===== src/shared/cewl_pkg.sv =====
// comparator edge and window logic: shared constants and carriers
// assumes one peripheral clock and a synchronous active-high reset
package cewl_pkg;
    localparam int NUM_CMP = 2;
    // edge select codes
    localparam logic [1:0] EDGE_TOGGLE  = 2'h0;
    localparam logic [1:0] EDGE_FALLING = 2'h2;
    localparam logic [1:0] EDGE_RISING  = 2'h3;
    // window edge select codes
    localparam logic [1:0] WIN_ABOVE    = 2'h0;
    localparam logic [1:0] WIN_INSIDE   = 2'h1;
    localparam logic [1:0] WIN_BELOW    = 2'h2;
    localparam logic [1:0] WIN_CHANGE   = 2'h3;
    // window state encodings
    localparam logic [1:0] WSTATE_BELOW  = 2'h0;
    localparam logic [1:0] WSTATE_INSIDE = 2'h1;
    localparam logic [1:0] WSTATE_ABOVE  = 2'h2;
    // reset values
    localparam logic [1:0] SYNC_RST = 2'h0;
    localparam logic [1:0] WSTATE_RST = WSTATE_BELOW;

    // per-comparator configuration
    typedef struct packed {
        logic [1:0] edge_select;
        logic [1:0] irq_priority;
        logic       fast_response_select;
        logic [1:0] hysteresis_select;
        logic       enable;
        logic [2:0] plus_input_select;
        logic [2:0] minus_input_select;
    } cewl_cfg_t;

    // pair-wide configuration
    typedef struct packed {
        logic       window_enable;
        logic [1:0] window_edge_select;
        logic [1:0] window_irq_priority;
        logic       result_to_pin;
        logic [5:0] scale_factor;
        logic       current_enable;
        logic [2:0] current_pin_select;
    } cewl_pair_t;
endpackage : cewl_pkg


===== src/rtl/cewl_top.sv =====
// comparator pair control: synchronises raw results, detects edges and window
// assumes analog front end gives raw results; selections go out as plain ports
`timescale 1ns/10ps
module cewl_top (
    // clock and reset
    input  wire logic                 sys_clk,
    input  wire logic                 rst,
    // configuration
    input  wire cewl_pkg::cewl_cfg_t  cfg_zero,
    input  wire cewl_pkg::cewl_cfg_t  cfg_one,
    input  wire cewl_pkg::cewl_pair_t pair_cfg,
    // analog front end
    input  wire logic [1:0]           raw_result,
    output logic [1:0]                cmp_enable,
    output logic [5:0]                plus_sel_flat,
    output logic [5:0]                minus_sel_flat,
    output logic [5:0]                scale_factor,
    output logic [1:0]                fast_response,
    output logic [3:0]                hysteresis_flat,
    // pins
    output logic                      pin7_out,
    output logic                      pin7_oe_n,
    output logic                      current_enable,
    output logic [2:0]                current_pin,
    // status and events
    output logic [1:0]                result,
    output logic [1:0]                window_state,
    output logic [1:0]                cmp_event,
    output logic [1:0]                cmp_irq,
    output logic [3:0]                cmp_irq_level_flat,
    output logic                      win_event,
    output logic                      win_irq,
    output logic [1:0]                win_irq_level
);
    import cewl_pkg::*;

    cewl_cfg_t cfg [NUM_CMP];
    assign cfg[0] = cfg_zero;
    assign cfg[1] = cfg_one;

    logic [1:0] sync1_r;
    logic [1:0] sync2_r;
    logic [1:0] prev_r;
    logic [1:0] cmp_event_r;
    logic [1:0] wstate_r;
    logic [1:0] wstate_prev_r;
    logic       win_event_r;
    logic       win_valid_r;
    wire  [1:0] cmp_hit;

    ////////////////////////////////////////////////////////////////////////
    // per-comparator selection, enables and edge decode
    genvar g;
    generate
        for (g = 0; g < NUM_CMP; g++) begin : g_cmp
            wire rise = sync2_r[g] & ~prev_r[g];
            wire fall = ~sync2_r[g] & prev_r[g];
            wire hit;
            // edge code decode, reserved code never fires
            assign hit = (cfg[g].edge_select == EDGE_TOGGLE)  ? (rise | fall) :
                         (cfg[g].edge_select == EDGE_FALLING) ? fall :
                         (cfg[g].edge_select == EDGE_RISING)  ? rise : 1'b0;
            assign cmp_hit[g] = hit & cfg[g].enable;
            // selections go straight to the analog muxes
            assign cmp_enable[g] = cfg[g].enable;
            assign plus_sel_flat[g*3 +: 3]  = cfg[g].plus_input_select;
            assign minus_sel_flat[g*3 +: 3] = cfg[g].minus_input_select;
            assign fast_response[g] = cfg[g].fast_response_select;
            assign hysteresis_flat[g*2 +: 2] = cfg[g].hysteresis_select;
            assign cmp_irq_level_flat[g*2 +: 2] = cfg[g].irq_priority;
            // interrupt only with nonzero priority
            assign cmp_irq[g] = cmp_event_r[g] & (cfg[g].irq_priority != 2'h0);
        end
    endgenerate

    // supply scaler and current source
    assign scale_factor   = pair_cfg.scale_factor;
    assign current_enable = pair_cfg.current_enable;
    assign current_pin    = pair_cfg.current_pin_select;
    assign pin7_oe_n      = ~pair_cfg.result_to_pin;
    assign pin7_out       = sync2_r[0] & cfg[0].enable;

    // gated results visible while enabled
    assign result = sync2_r & cmp_enable;
    assign cmp_event = cmp_event_r;

    ////////////////////////////////////////////////////////////////////////
    // window decode: one is lower bound, zero is upper bound
    wire       win_on = pair_cfg.window_enable & cmp_enable[0] & cmp_enable[1];
    wire [1:0] wstate_nxt = sync2_r[1] ? WSTATE_BELOW :
                            (sync2_r[0] ? WSTATE_INSIDE : WSTATE_ABOVE);
    wire       wchg = win_valid_r & (wstate_r != wstate_prev_r);
    wire       whit = (pair_cfg.window_edge_select == WIN_ABOVE)  ?
                          (wchg & (wstate_r == WSTATE_ABOVE)) :
                      (pair_cfg.window_edge_select == WIN_INSIDE) ?
                          (wchg & (wstate_r == WSTATE_INSIDE)) :
                      (pair_cfg.window_edge_select == WIN_BELOW)  ?
                          (wchg & (wstate_r == WSTATE_BELOW)) : wchg;
    assign window_state  = wstate_r;
    assign win_event     = win_event_r;
    assign win_irq_level = pair_cfg.window_irq_priority;
    assign win_irq       = win_event_r & (pair_cfg.window_irq_priority != 2'h0);

    ////////////////////////////////////////////////////////////////////////
    // two-stage synchroniser and previous sample
    always_ff @(posedge sys_clk) begin
        if (rst) begin
            sync1_r <= SYNC_RST;
            sync2_r <= SYNC_RST;
            prev_r  <= SYNC_RST;
        end else begin
            sync1_r <= raw_result;
            sync2_r <= sync1_r;
            prev_r  <= sync2_r;
        end
    end

    // comparator event pulses
    always_ff @(posedge sys_clk) begin
        if (rst) cmp_event_r <= 2'h0;
        else     cmp_event_r <= cmp_hit;
    end

    // window state tracking
    always_ff @(posedge sys_clk) begin
        if (rst) begin
            wstate_r      <= WSTATE_RST;
            wstate_prev_r <= WSTATE_RST;
            win_valid_r   <= 1'b0;
            win_event_r   <= 1'b0;
        end else begin
            wstate_r      <= win_on ? wstate_nxt : WSTATE_RST;
            // first enabled cycle copies the state, so entry shows no false change
            wstate_prev_r <= win_valid_r ? wstate_r : wstate_nxt;
            win_valid_r   <= win_on;
            win_event_r   <= whit & win_on;
        end
    end

    ////////////////////////////////////////////////////////////////////////
    // checks: synchroniser timing
    // every check is off in reset; all flops are zero there, so the history
    // that the past values see across the release is the idle level
    // the raw result must appear on the second stage exactly two edges later
    a_sync_delay: assert property (@(posedge sys_clk) disable iff (rst)
        ##2 (sync2_r == $past(raw_result, 2))) else $error("sync delay wrong");

    // the previous sample trails the second stage by one edge
    a_prev_sample: assert property (@(posedge sys_clk) disable iff (rst)
        ##1 (prev_r == $past(sync2_r))) else $error("previous sample wrong");

    ////////////////////////////////////////////////////////////////////////
    // checks: per-comparator edge decode, gating and interrupt qualification
    generate
        for (g = 0; g < NUM_CMP; g++) begin : g_chk
            // a rising edge in rising or toggle mode must give a pulse
            a_rise_event: assert property (@(posedge sys_clk) disable iff (rst)
                (cfg[g].enable && sync2_r[g] && !prev_r[g] &&
                 (cfg[g].edge_select == EDGE_RISING || cfg[g].edge_select == EDGE_TOGGLE))
                |=> cmp_event[g]) else $error("rising event missed");

            // a falling edge in falling or toggle mode must give a pulse
            a_fall_event: assert property (@(posedge sys_clk) disable iff (rst)
                (cfg[g].enable && !sync2_r[g] && prev_r[g] &&
                 (cfg[g].edge_select == EDGE_FALLING || cfg[g].edge_select == EDGE_TOGGLE))
                |=> cmp_event[g]) else $error("falling event missed");

            // rising mode ignores falling edges
            a_rise_only: assert property (@(posedge sys_clk) disable iff (rst)
                (cfg[g].edge_select == EDGE_RISING && !sync2_r[g] && prev_r[g])
                |=> !cmp_event[g]) else $error("falling edge fired in rising mode");

            // falling mode ignores rising edges
            a_fall_only: assert property (@(posedge sys_clk) disable iff (rst)
                (cfg[g].edge_select == EDGE_FALLING && sync2_r[g] && !prev_r[g])
                |=> !cmp_event[g]) else $error("rising edge fired in falling mode");

            // the reserved edge code never fires
            a_reserved_quiet: assert property (@(posedge sys_clk) disable iff (rst)
                (cfg[g].edge_select == 2'h1) |=> !cmp_event[g])
                else $error("reserved code fired");

            // no pulse without an edge between consecutive samples
            a_edge_only: assert property (@(posedge sys_clk) disable iff (rst)
                (sync2_r[g] == prev_r[g]) |=> !cmp_event[g])
                else $error("event without edge");

            // a disabled comparator stays silent
            a_off_quiet: assert property (@(posedge sys_clk) disable iff (rst)
                !cfg[g].enable |=> !cmp_event[g]) else $error("disabled comparator fired");

            // the event pulse never depends on the interrupt being enabled
            a_event_no_irq: assert property (@(posedge sys_clk) disable iff (rst)
                (cfg[g].enable && cfg[g].irq_priority == 2'h0 &&
                 cfg[g].edge_select == EDGE_TOGGLE && (sync2_r[g] != prev_r[g]))
                |=> cmp_event[g]) else $error("event lost without interrupt");

            // a nonzero priority turns each pulse into an interrupt
            a_irq_on: assert property (@(posedge sys_clk) disable iff (rst)
                (cmp_event[g] && cfg[g].irq_priority != 2'h0) |-> cmp_irq[g])
                else $error("interrupt missed");

            // zero priority or no pulse keeps the interrupt quiet
            a_irq_gate: assert property (@(posedge sys_clk) disable iff (rst)
                (cfg[g].irq_priority == 2'h0 || !cmp_event[g]) |-> !cmp_irq[g])
                else $error("interrupt without event or priority");

            // a disabled comparator shows zero to software
            a_result_gate: assert property (@(posedge sys_clk) disable iff (rst)
                !cmp_enable[g] |-> !result[g]) else $error("disabled result shown");

            // an enabled comparator shows its raw result two edges late
            a_result_follow: assert property (@(posedge sys_clk) disable iff (rst)
                cmp_enable[g] |-> (result[g] == $past(raw_result[g], 2)))
                else $error("result does not follow input");

            // the selections reach the analog muxes unchanged
            a_select_pass: assert property (@(posedge sys_clk) disable iff (rst)
                (plus_sel_flat[g*3 +: 3] == cfg[g].plus_input_select &&
                 minus_sel_flat[g*3 +: 3] == cfg[g].minus_input_select))
                else $error("input selection lost");

            // speed, hysteresis and priority settings pass straight through
            a_setting_pass: assert property (@(posedge sys_clk) disable iff (rst)
                (fast_response[g] == cfg[g].fast_response_select &&
                 hysteresis_flat[g*2 +: 2] == cfg[g].hysteresis_select &&
                 cmp_irq_level_flat[g*2 +: 2] == cfg[g].irq_priority))
                else $error("comparator setting lost");
        end
    endgenerate

    ////////////////////////////////////////////////////////////////////////
    // checks: window operation
    // the window state follows the decode one edge later while enabled
    a_window_state: assert property (@(posedge sys_clk) disable iff (rst)
        win_on |=> (window_state == $past(wstate_nxt))) else $error("window state wrong");

    // window off parks the state at its reset value and stays silent
    a_window_off: assert property (@(posedge sys_clk) disable iff (rst)
        !win_on |=> (window_state == WSTATE_RST && !win_event))
        else $error("window active while off");

    // comparator one high means below, whatever comparator zero says
    a_window_below: assert property (@(posedge sys_clk) disable iff (rst)
        (win_on && sync2_r[1]) |=> (window_state == WSTATE_BELOW))
        else $error("below state wrong");

    // only comparator zero high means inside
    a_window_inside: assert property (@(posedge sys_clk) disable iff (rst)
        (win_on && !sync2_r[1] && sync2_r[0]) |=> (window_state == WSTATE_INSIDE))
        else $error("inside state wrong");

    // above mode pulses on entry into the above state
    a_window_above: assert property (@(posedge sys_clk) disable iff (rst)
        (win_on && pair_cfg.window_edge_select == WIN_ABOVE && wchg &&
         wstate_r == WSTATE_ABOVE) |=> win_event) else $error("above event missed");

    // inside mode pulses on entry into the inside state
    a_window_entry: assert property (@(posedge sys_clk) disable iff (rst)
        (win_on && pair_cfg.window_edge_select == WIN_INSIDE && wchg &&
         wstate_r == WSTATE_INSIDE) |=> win_event) else $error("inside event missed");

    // below mode pulses on entry into the below state
    a_window_low: assert property (@(posedge sys_clk) disable iff (rst)
        (win_on && pair_cfg.window_edge_select == WIN_BELOW && wchg &&
         wstate_r == WSTATE_BELOW) |=> win_event) else $error("below event missed");

    // change mode pulses on every entry into a new state
    a_window_change: assert property (@(posedge sys_clk) disable iff (rst)
        (win_on && pair_cfg.window_edge_select == WIN_CHANGE && wchg) |=> win_event)
        else $error("change event missed");

    // a steady window state never pulses
    a_window_steady: assert property (@(posedge sys_clk) disable iff (rst)
        (wstate_r == wstate_prev_r) |=> !win_event) else $error("window event without change");

    // the window interrupt needs a nonzero priority
    a_window_irq: assert property (@(posedge sys_clk) disable iff (rst)
        win_irq == (win_event && pair_cfg.window_irq_priority != 2'h0))
        else $error("window interrupt wrong");

    ////////////////////////////////////////////////////////////////////////
    // checks: pin output and current source
    // with the pin routed, it carries comparator zero's visible result
    a_pin_drive: assert property (@(posedge sys_clk) disable iff (rst)
        pair_cfg.result_to_pin |-> (!pin7_oe_n && pin7_out == result[0]))
        else $error("pin not driven");

    // without the routing bit the pin is left to the port
    a_pin_release: assert property (@(posedge sys_clk) disable iff (rst)
        !pair_cfg.result_to_pin |-> pin7_oe_n) else $error("pin driven while off");

    // the current source follows its enable and pin selection
    a_current_pass: assert property (@(posedge sys_clk) disable iff (rst)
        (current_enable == pair_cfg.current_enable &&
         current_pin == pair_cfg.current_pin_select)) else $error("current source lost");

    // the scaler level reaches the analog side unchanged
    a_scaler_pass: assert property (@(posedge sys_clk) disable iff (rst)
        scale_factor == pair_cfg.scale_factor) else $error("scaler level lost");

    ////////////////////////////////////////////////////////////////////////
    // covers for the main scenarios
    c_rise: cover property (@(posedge sys_clk) cmp_event[0] && cmp_irq[0]);
    c_one_event: cover property (@(posedge sys_clk) cmp_event[1]);
    c_win_inside: cover property (@(posedge sys_clk) win_event && window_state == WSTATE_INSIDE);
    c_win_below: cover property (@(posedge sys_clk) win_event && window_state == WSTATE_BELOW);
    c_win_irq: cover property (@(posedge sys_clk) win_irq);
endmodule : cewl_top


===== config.mk =====
export PLATFORM = sky130hd
export DESIGN_NAME = cewl_top
export DESIGN_NICKNAME = d
export VERILOG_FILES = /design/src/shared/cewl_pkg.sv /design/src/rtl/cewl_top.sv
export SDC_FILE = /design/constraint.sdc
export NUM_CORES = 1
export LEC_CHECK = 0
export ABC_AREA = 1
export BUFFER_PORTS_ARGS = -buffer_cell sky130_fd_sc_hd__buf_4
export CAP_MARGIN = 20
export CORE_AREA = 2 2 48 61
export CTS_CLUSTER_DIAMETER = 120
export CTS_CLUSTER_SIZE = 12
export DETAILED_ROUTE_END_ITERATION = 7
export DIE_AREA = 0 0 50 63
export PLACE_DENSITY = 0.82
export RECOVER_POWER = 25
export SLEW_MARGIN = 20
export SYNTH_ARGS = -nofsm -noshare
export SYNTH_HDL_FRONTEND = slang
export SYNTH_SLANG_ARGS = --single-unit

===== constraint.sdc =====
create_clock -name sys_clk -period 2.2 [get_ports sys_clk]
set_input_delay 0.22 -clock sys_clk [delete_from_list [all_inputs] [get_ports sys_clk]]
set_output_delay 0.22 -clock sys_clk [all_outputs]
set_load 0.005 [all_outputs]

* Yosys cells after proc, flatten, opt, wreduce, memory -nomap -nowiden
Index checks and enable logic that the tools add are counted.
** Word-level totals
- Bits in registers :: 14
- Latch bits :: 0
- Memory bits (writable) :: 0
- Memory bits (read-only) :: 0
- Input bits :: 48
- Word-level logic and storage cells :: 63
- Memories :: 0
** Operators by class
- Add/sub/neg operators :: 0
- Multiply operators :: 0
- Divide/modulo/power cells :: 0
- Magnitude comparators :: 0
- Equal/unequal tests :: 9
- Shift-type cells :: 0
- Mux-type cells :: 12
- Bitwise gates (word level) :: 26
- Reduce and logical (&&, ||, !) cells :: 8
** Operator list (number)
- bitwise AND 1 bit :: 17
- equality test 2 bit, second input constant :: 6
- two-way mux 1 bit :: 9
- logical NOT 2 bit :: 4
- two-way mux 2 bit :: 3
- inverter 1 bit :: 6
- nonzero test 2 bit :: 3
- equality test 2 x 1 -> 1 bit, second input constant :: 2
- bitwise AND 2 bit :: 1
- inequality test 2 bit :: 1
- bitwise OR 1 bit :: 2
- OR reduction 2 bit :: 1

* Logic depth before layout (Yosys ltp)
Gate-level depths: netlist (run 1).
- Depth after elaboration :: 7
- Gate-level depth with buffers :: 6

* Worst setup path before layout (run 1)
Ideal clock, no wire load.
- Kind :: flip-flop to flip-flop
- From :: reg sync2_r[1]
- To :: reg cmp_event_r[1], in the netlist cmp_event[1]
- Library setup time :: 0.070 ns
- Arrival time :: 0.948 ns
- Required time :: 2.130 ns
- Slack :: 1.182 ns
- Cell stages (with the launch flop) :: 6
- Path buffers :: 0
- Clock period less this slack :: 1.018 ns
- Cell sequence :: dfxtp_1 > inv_1 > ha_1 > o21ai_0 > nand2_1 > a21oi_1
** Between the ends
- Cells in the longest elaborated chain, start to end :: 5
- Elaborated cells between the ends (all ways) :: 8
- Those cells by class :: mux: 3; bitwise: 5
** RTL lines
- start: declaration :: line cewl_top.sv:42 : logic [1:0] sync2_r;
- start signal: assignment :: line cewl_top.sv:113 : sync2_r <= sync1_r;
- bitwise AND 1 bit or inverter 1 bit (tied branches) :: line cewl_top.sv:56, cewl_top.sv:57
- two-way mux 1 bit or bitwise AND 1 bit (tied branches) :: line cewl_top.sv:62, cewl_top.sv:57
- two-way mux 1 bit or bitwise OR 1 bit (tied branches) :: line cewl_top.sv:61, cewl_top.sv:60
- two-way mux 1 bit (*) :: line cewl_top.sv:60 : assign hit = (cfg[g].edge_select == EDGE_TOGGLE) ? (rise | fall) :
- bitwise AND 1 bit (*) :: line cewl_top.sv:63 : assign cmp_hit[g] = hit & cfg[g].enable;
- end signal: assignment :: line cewl_top.sv:121 : else cmp_event_r <= cmp_hit;
- end: declaration :: line cewl_top.sv:44 : logic [1:0] cmp_event_r;
Mark *: on every way between the ends. The rest lies on a longest branch, timed or not.
A chain may end at the register's enable or synchronous reset.

* Final worst setup path (run 1)
- From :: reg sync2_r[0]
- To :: out result[0]
** Between the ends
- Cells in the longest elaborated chain, start to end :: 1
** RTL lines
- bitwise AND 2 bit :: line cewl_top.sv:84 : assign result = sync2_r & cmp_enable;
- end: declaration :: line cewl_top.sv:26 : output logic [1:0] result,
No other way between the ends.

==> key figures, run 1 <==
Run status
  • Status: finished clean

Setup path
  • CP Cell Sequence: nand2_1, inv_1, buf_4
  • Worst R2R Start: sync2_r[0]
  • Crit. Startpoint: sync2_r[0]
  • Critical path's slowest cell: dfxtp_1
  • Max FO, Critical Path: 4
  • Reg2Reg Depth: 5
  • Setup CP Type: flop to output pin
  • CP Buf/Inv Count: 2
  • CP peak stage delay: 0.38 ns
  • Worst r2r dst: cmp_event[0]
  • Data arrival, critical path: a little over 0.9 ns
  • Data required, critical path: between 1.5 and 2 ns
  • Type of origin of the critical path: flop
  • Crit end category: output pin
  • R2R setup slack: 1.09 ns
  • CP delay by family, top: flip-flops

Final layout
  • # diodes: 0
  • Share of layout cells above drive strength 1: 0.346
  • Layout net count: between 150 and 200
  • Post-synthesis to final-layout area growth: 8.19%
  • Post-route cell area: a little over 1000 um2

Global routing
  • Number of global-route vias before repair: between 600 and 700
  • Total gr overflow: 0
  • Total GRT Usage: 0.111
  • Pin count of the biggest net entering global routing: 8
  • First-pass GRT wire length: approximately 2600 um
  • Initial antenna violation count: 0

Synthesis
  • Most frequent cell after synthesis: buf_4
  • Most common library cells after synthesis: buf_4 (37), inv_1 (24), nand2_1 (17), dfxtp_1 (14), nor2_1 (10)
  • Mapped Nets: between 150 and 200
  • Syn. warnings: 0
  • Top FF cell, synth: dfxtp_1
  • Sequential-to-total area share from yosys stat: 0.301
  • Synth area leaders: dfxtp_1 (30%), buf_4 (30%), inv_1 (9.7%), nand2_1 (6.8%), ha_1 (5.4%)
  • Distinct cells, synth: 16
  • Post-synth EDFFs: 0
  • Number of synthesized register bits: 14
  • Mapped Area: roughly 930 um2
  • Synth async-reset ratio: 0
  • Area leader, netlist: dfxtp_1
  • Syn avg cell area: roughly 7.3 um2
  • Top-area cell type share of the netlist area: 0.301
  • Cells after Synth: ~130

Floorplanning
  • Core Region: about 2600 um2
  • DIE AREA: around 3200 um2
  • Row Count: 21
  • Initial cell density of the core: 0.358
  • Die Y: 63 um
  • # IOs: 96
  • DIE WIDTH: 50 um

Clock network
  • Clock tree sinks: 14
  • CTS Buf Count: 3
  • CTS clk-pin slew, worst paths: 0.08 ns
  • CTS Buffer Depth: 2
  • # hold bufs at CTS: 0
  • TritonCTS clock tree: yes
  • Htree depth: 1
  • PostCTS Resize Cnt: 0
  • Root Buffer: clkbuf_4
  • Post-CTS Setup Inserts: 0
  • Skew-Pair Late Insertion Delay: between 0.2 and 0.3 ns

STA
  • Worst-Margin Slew: 0.286 ns
  • Final period utilization: 0.514
  • Final count of hold timing violations: 0
  • Final Setup Violations: 0
  • Max Fclk: 884 MHz
  • Clk_skew: between 0.0008 and 0.0009 ns
  • Setup_tns: 0 ns
  • Slew headroom: 0.810
  • Final Slew Violations: 0
  • RSZ-0062 raised after global routing: false
  • Final worst-path setup slack: about 1.1 ns
  • Min cycle time layout: between 1 and 1.5 ns

Power and ir drop
  • Share of power burned in registers: 0.544
  • Int Power: approximately 0.00037 W
  • Clk network pwr share: 0.285
  • Max VDD drop: approximately 0.00032 V
  • NetSw: 0.000117 W
  • Leak: 0.536 nW
  • Switch share: 0.238
  • Power Density: roughly 500 nW/um2
  • Comb power frac: 0.171

Route
  • Vias: 699
  • Post-Route WL: roughly 1700 um
  • Drt first-iter violations: 8
  • DR DRC count: 0
  • Avg WL per Cell: approximately 9.9 um
  • Via/cell ratio: 4.19
  • Antenna Violating Nets Remaining: 0
  • Pre-antenna DRT Iters: 3

Flow run
  • Max_cap viols: 0

Min path
  • Worst Hold Depth: 3
  • Worst Hold Launch: raw_result[0]
  • Hold Path Class: primary input to flop
  • Hold endpoint: sync1_r[0]

Placed design
  • Placer Congestion: around 0.66
  • Setup WS pre-CTS: about 1.1 ns
  • Area after DPL: 990 um2
  • Port buffer count: 39
  • HPWL Detailed: about 1400 um
==> metal layers <==
layer | vias up | GRT usage | share of wire
met2 | 35 | 0.178 | 0.45
met5 | - | 0 | 0
met4 | 0 | 0.101 | 0.059
met3 | 16 | 0.0574 | 0.15
met1 | 292 | 0.0968 | 0.34
li1 | 356 | - | -
==> how the worst max path moves through the flow <==
| stage | endpoint | slack [ns] | cells past startpoint |
|---|---|---|---|
| 4_1_cts | result[0] | 1.05 | 3 |
| 3_3_place_gp | cmp_event[1] | 1.15 | 5 |
| 2_1_floorplan | cmp_event[1] | 1.18 | 5 |
| 3_5_place_dp | cmp_event[0] | 1.11 | 5 |
| 5_1_grt | cmp_event[1] | 0.94 | 5 |
| 6_report | result[0] | 1.07 | 3 |
==> sequential cells by signal (all words and copies together) (netlist names) <==
signal         cells
window_state       2
sync2_r            2
cmp_event          2
prev_r             2
sync1_r            2
win_event          1
wstate_prev_r      2
win_valid_r        1
==> layout make-up <==
type / instances / area (um2)
clock buffer: 3 / 22.5
multi-input combinational: 52 / 280
fill: 274 / 1590
timing repair buffer: 39 / 289
sequential: 14 / 280
tap: 34 / 42.5
inverter: 25 / 93.8
==> tightest hold or removal path, delay by kind of cell <==
family | cells | cell delay, ns
simple gates | 1 | 0.07
buf+inv | 2 | 0.10
==> through the flow <==
stage               hold slack, ns  power, W  utilization  std cells
global route                 0.132  0.000528        0.388        167
CTS                          0.139  0.000500        0.389        167
floorplan                    0.291  0.000355            -        128
detailed placement           0.396  0.000359        0.380        164
finish                       0.145  0.000490        0.388        167
global placement             0.389  0.000357        0.380        164
==> cells by family (layout without fill, tap and decap cells) <==
| kind of cell | Yosys count | count (layout) | synth area share |
|---|---|---|---|
| and+or+nand+nor | 35 | 35 | 0.166 |
| adders and majority gates | 4 | 4 | 0.0537 |
| buffers and inverters | 62 | 67 | 0.399 |
| DFF | 14 | 14 | 0.301 |
| AOI/OAI and AO/OA | 13 | 13 | 0.0805 |
==> power by group through the flow <==
stage          clock (W)  combinational, W  sequential [W]
2_1_floorplan          0         0.0000827        0.000272
3_3_place_gp           0         0.0000844        0.000273
3_5_place_dp           0         0.0000863        0.000273
4_1_cts         0.000146         0.0000865        0.000267
5_1_grt         0.000164         0.0000953        0.000269
6_report        0.000140         0.0000838        0.000267
==> layout by cell type, fill, tap and decap left out <==
master and count:
inv_1 24, nand3_1 4, nor2_4 1, o21ai_0 4, a21oi_1 5, o21bai_1 1, inv_2 1, ha_1 4
dfxtp_1 14, nand3_2 1, nand2_2 1, nor2_2 1, nor2_1 10, nand2_1 17, o21a_1 3, buf_4 38
clkbuf_1 1, clkbuf_4 3
Note: power is estimated with default switching activity, not from simulation.
==> run 2, diff against run 1 <==
--- a/config.mk
+++ b/config.mk
@@ -5,15 +5,15 @@
 export SDC_FILE = /design/constraint.sdc
 export NUM_CORES = 1
 export LEC_CHECK = 0
-export ABC_AREA = 1
+export ABC_AREA = 0
 export BUFFER_PORTS_ARGS = -buffer_cell sky130_fd_sc_hd__buf_4
 export CAP_MARGIN = 20
-export CORE_AREA = 2 2 48 61
+export CORE_AREA = 2 2 50 63
 export CTS_CLUSTER_DIAMETER = 120
 export CTS_CLUSTER_SIZE = 12
 export DETAILED_ROUTE_END_ITERATION = 7
-export DIE_AREA = 0 0 50 63
-export PLACE_DENSITY = 0.82
+export DIE_AREA = 0 0 52 65
+export PLACE_DENSITY = 0.76
 export RECOVER_POWER = 25
 export SLEW_MARGIN = 20
 export SYNTH_ARGS = -nofsm -noshare
==> constraint.sdc (replaced) <==
create_clock -name sys_clk -period 1.1 [get_ports sys_clk]
set_input_delay 0.11 -clock sys_clk [delete_from_list [all_inputs] [get_ports sys_clk]]
set_output_delay 0.11 -clock sys_clk [all_outputs]
set_load 0.005 [all_outputs]
==> run 2 against run 1 <==
Compared with the run above: the run now ends with setup timing left; via count is 8.6% lower; sequential power up 100%; sequential share of layout area is 1.6 points lower; clock power grew to 2.6 times the previous value; die area up 7.3%; clock-buffer cell count is 1 higher; critical path depth increased by 2; cell area increased by 10%; critical path type is now flop to flop; largest cell class is now multi-input combinational cells; highest routed layer unchanged.
==> key figures, run 2 <==
Min path
  • Worst Hold Depth: 2 (was 3)
  • Hold Path Class: primary input to flop (unchanged)
  • Hold endpoint: sync1_r[1] (was sync1_r[0])
  • Worst Hold Launch: raw_result[1] (was raw_result[0])

Clock network
  • CTS clk-pin slew, worst paths: 0.08 ns (about the same)
  • CTS Buffer Depth: 2 (unchanged)
  • Root Buffer: clkbuf_4 (unchanged)
  • CTS Buf Count: 3 (unchanged)
  • Htree depth: 1 (unchanged)
  • TritonCTS clock tree: yes (unchanged)
  • Skew-Pair Late Insertion Delay: 0.27 ns (about the same)
  • Clock tree sinks: 14 (unchanged)

Global routing
  • Total GRT Usage: 0.103 (was 0.111)
  • Pin count of the biggest net entering global routing: 12 (was 8)
  • First-pass GRT wire length: 2680 um (was 2650 um)
  • Number of global-route vias before repair: 654 (was 644)
  • Total gr overflow: 0 (unchanged)
  • Initial antenna violation count: 0 (unchanged)

STA
  • RSZ-0062 raised after global routing: true (was false)
  • Final Setup Violations: 2 (was 0)
  • Min cycle time layout: approximately 1.1 ns
  • Final period utilization: 1.02
  • Final count of hold timing violations: 0 (unchanged)
  • Max Fclk: 893 MHz
  • Worst-Margin Slew: 0.210 ns (was 0.286 ns)
  • Clk_skew: 0.000569 ns (was 0.000830 ns)
  • Setup_tns: -0.0310 ns (was 0 ns)
  • Slew headroom: 0.860 (was 0.810)
  • Final Slew Violations: 0 (unchanged)
  • Final worst-path setup slack: -0.0199 ns (was 1.07 ns)

Floorplanning
  • # IOs: 96 (unchanged)
  • DIE AREA: 3380 um2 (was 3150 um2)
  • Row Count: 22 (was 21)
  • Initial cell density of the core: 0.321 (was 0.358)
  • DIE WIDTH: 52 um (was 50 um)
  • Core Region: 2840 um2 (was 2600 um2)
  • Die Y: 65 um (was 63 um)

Route
  • Vias: 639 (was 699)
  • WL met2: 902 um (was 748 um)
  • Via/cell ratio: 4.47 (was 4.19)
  • Top layer in use: met4 (unchanged)
  • Met3 WL post-DR: 192 um (was 250 um)
  • Antenna Violating Nets Remaining: 0 (unchanged)
  • Met1 Wirelength: 537 um (was 554 um)
  • DR DRC count: 0 (unchanged)
  • Avg WL per Cell: 11.8 um (was 9.88 um)
  • Pre-antenna DRT Iters: 2 (was 3)
  • Post-Route WL: 1690 um (was 1650 um)
  • Drt first-iter violations: 1 (was 8)

Synthesis
  • Top-area cell type share of the netlist area: 0.308 (was 0.301)
  • Synth Area in Simple Gates: 0.157 (was 0.166)
  • Syn avg cell area: 9.28 um2 (was 7.28 um2)
  • Post-Synth XOR/XNOR Area: 0.0289 (was 0)
  • Synth area leaders: dfxtp_1 (31%), buf_4 (31%), ha_1 (5.5%), mux2_4 (3.3%), a21oi_2 (2.9%) (was dfxtp_1 (30%), buf_4 (30%), inv_1 (9.7%), nand2_1 (6.8%), ha_1 (5.4%))
  • Number of synthesized register bits: 14 (unchanged)
  • Synth Area in Adders: 0.0550 (was 0.0537)
  • Top FF cell, synth: dfxtp_1 (unchanged)
  • Synth async-reset ratio: 0 (unchanged)
  • Sequential-to-total area share from yosys stat: 0.308 (was 0.301)
  • Most frequent cell after synthesis: buf_4 (unchanged)
  • Largest family of logic cells by synthesized area: buffers and inverters (unchanged)
  • Distinct cells, synth: 21 (was 16)
  • Post-synth EDFFs: 0 (unchanged)
  • Mapped Nets: 150 (was 180)
  • Cells after Synth: 98 (was 128)
  • Syn. warnings: 0 (unchanged)
  • Compound-Gate Fraction of Synth Area: 0.0825 (was 0.0805)
  • Area leader, netlist: dfxtp_1 (unchanged)
  • Most common library cells after synthesis: buf_4 (37), dfxtp_1 (14), inv_1 (6), nor2_1 (5), nor3_1 (5) (was buf_4 (37), inv_1 (24), nand2_1 (17), dfxtp_1 (14), nor2_1 (10))
  • Mapped Area: 910 um2 (was 932 um2)
  • Post-synthesis mux area share: 0.0330 (was 0)

Placed design
  • Placer Congestion: 0.608 (was 0.662)
  • Placed Cells incl. Taps: 138 (was 164)
  • Port buffer count: 39 (unchanged)
  • HPWL Detailed: 1290 um (was 1450 um)

Final layout
  • Share of layout cells above drive strength 1: 0.654 (was 0.346)
  • # diodes: 0 (unchanged)
  • Most frequent cells in the layout: buf_4 (41), dfxtp_1 (10), nor2_1 (5) (was buf_4 (38), inv_1 (24), nand2_1 (17))
  • Fillers: 288 (was 274)
  • Post-synthesis to final-layout area growth: 22.0% (was 8.19%)
  • Non-filler instance count after layout: 143 (was 167)
  • Most common cell after layout, fill and taps aside: buf_4 (unchanged)
  • Layout net count: 160 (was 187)

Setup path
  • Worst R2R Start: prev_r[0] (was sync2_r[0])
  • Critical path's slowest cell: dfxtp_2 (was dfxtp_1)
  • CP Cell Sequence: inv_1, ha_1, mux2_4, a21oi_4, nor3b_2 (was nand2_1, inv_1, buf_4)
  • Max FO, Critical Path: 2 (was 4)
  • Worst r2r dst: cmp_event[0] (unchanged)
  • Type of origin of the critical path: flop (unchanged)
  • Data required, critical path: 1.27 ns (was 1.98 ns)
  • CP peak stage delay: 0.35 ns (was 0.38 ns)
  • R2R setup slack: -0.02 ns (was 1.09 ns)
  • Reg2Reg Depth: 5 (unchanged)
  • Data arrival, critical path: 1.29 ns (was 0.91 ns)
  • Crit end category: flop (was output pin)
  • Setup CP Type: flop to flop (was flop to output pin)

Power and ir drop
  • Power Density: 976 nW/um2 (was 486 nW/um2)
  • Leak: 0.528 nW (was 0.536 nW)
  • Max VDD drop: 0.000854 V (was 0.000317 V)

Run status
  • Status: finished, violations left (was finished clean)
  • Violations in the final reports: setup timing

Flow run
  • Max_cap viols: 0 (unchanged)
-- run 2: cell types whose count changed in the layout (fill, tap and decap cells not counted), moves of 3 or more --
cell | before | now
o21ai_0 | 4 | 1
nand2_1 | 17 | 1
nor2b_1 | 0 | 4
a21oi_1 | 5 | 2
xor2_1 | 0 | 3
ha_1 | 4 | 1
nand3_1 | 4 | 0
inv_1 | 24 | 3
buf_4 | 38 | 41
nor3b_2 | 0 | 3
nor3_1 | 0 | 3
dfxtp_1 | 14 | 10
nor2_1 | 10 | 5
-- run 2: per-layer routing --
| metal | global-route usage | vias up |
|---|---|---|
| met2 | 0.190 | 36 |
| li1 | - | 297 |
| met3 | 0.0484 | 14 |
| met4 | 0.0526 | 0 |
| met5 | 0 | - |
| met1 | 0.0882 | 292 |
-- run 2: per-stage QoR --
step / power (W) / area [um2] / hold slack (ns) / utilization / setup slack (ns)
floorplan: 0.000704 / 917 / 0.238 / - / -0.0139
global placement: 0.000710 / 995 / 0.220 / 0.351 / 0.00701
detailed placement: 0.000716 / 995 / 0.220 / 0.351 / -0.0229
CTS: 0.00110 / 1070 / 0.0360 / 0.378 / -0.0311
global route: 0.00114 / 1110 / 0.0341 / 0.391 / -0.0754
finish: 0.00108 / 1110 / 0.0454 / 0.391 / -0.0199
-- run 2: how the worst max path moves through the flow --
stage / startpoint / endpoint / depth (start not counted)
final: prev_r[0] / cmp_event[0] / 5
after global routing: sync2_r[0] / cmp_event[0] / 5
after CTS: sync2_r[0] / cmp_event[0] / 5
after detailed placement: sync2_r[1] / cmp_event[1] / 5
after global placement: sync2_r[1] / cmp_event[1] / 5
after floorplan: sync2_r[1] / cmp_event[1] / 5
-- run 2: report_power, final --
| group | internal, W | switching (W) |
|---|---|---|
| logic | 0.000117 | 0.0000739 |
| clock network | 0.000201 | 0.000159 |
| registers | 0.000520 | 0.0000126 |
| total | 0.000838 | 0.000245 |
-- run 2: cell families (layout without fill, tap and decap cells) --
kind of cell | Yosys count | count (layout)
multiplexers | 2 | 2
flip-flops | 14 | 14
XOR/XNOR | 3 | 3
AO/OA/AOI/OAI | 10 | 10
adder cells (fa/ha/maj) | 4 | 4
AND/OR/NAND/NOR | 21 | 21
buffers and inverters | 44 | 53
-- run 2: timing repair --
action                     4_1_cts  5_1_grt
hold buffers                     0        0
setup endpoints to repair        3        4
buffers inserted                 1        0
resized for setup                9        8
pin swaps                        3        3
cloned                           0        0
-- run 2: worst max-delay path, delay by kind of cell (launching register included) --
kind | cells | cell delay [ns]
and+or+nand+nor | 1 | 0.05
AOI/OAI and AO/OA | 1 | 0.12
muxes | 1 | 0.27
adders and majority gates | 1 | 0.18
DFF | 1 | 0.35
buffers and inverters | 1 | 0.04
-- run 2: cell type report --
class                           count  area [um2]  share of cell area
Multi-Input combinational cell     40         383               0.345
Timing Repair Buffer               43         330               0.298
Inverter                            6        25.0              0.0225
Clock buffer                        4        36.3              0.0327
Sequential cell                    14         290               0.262
Tap cell                           36        45.0              0.0406
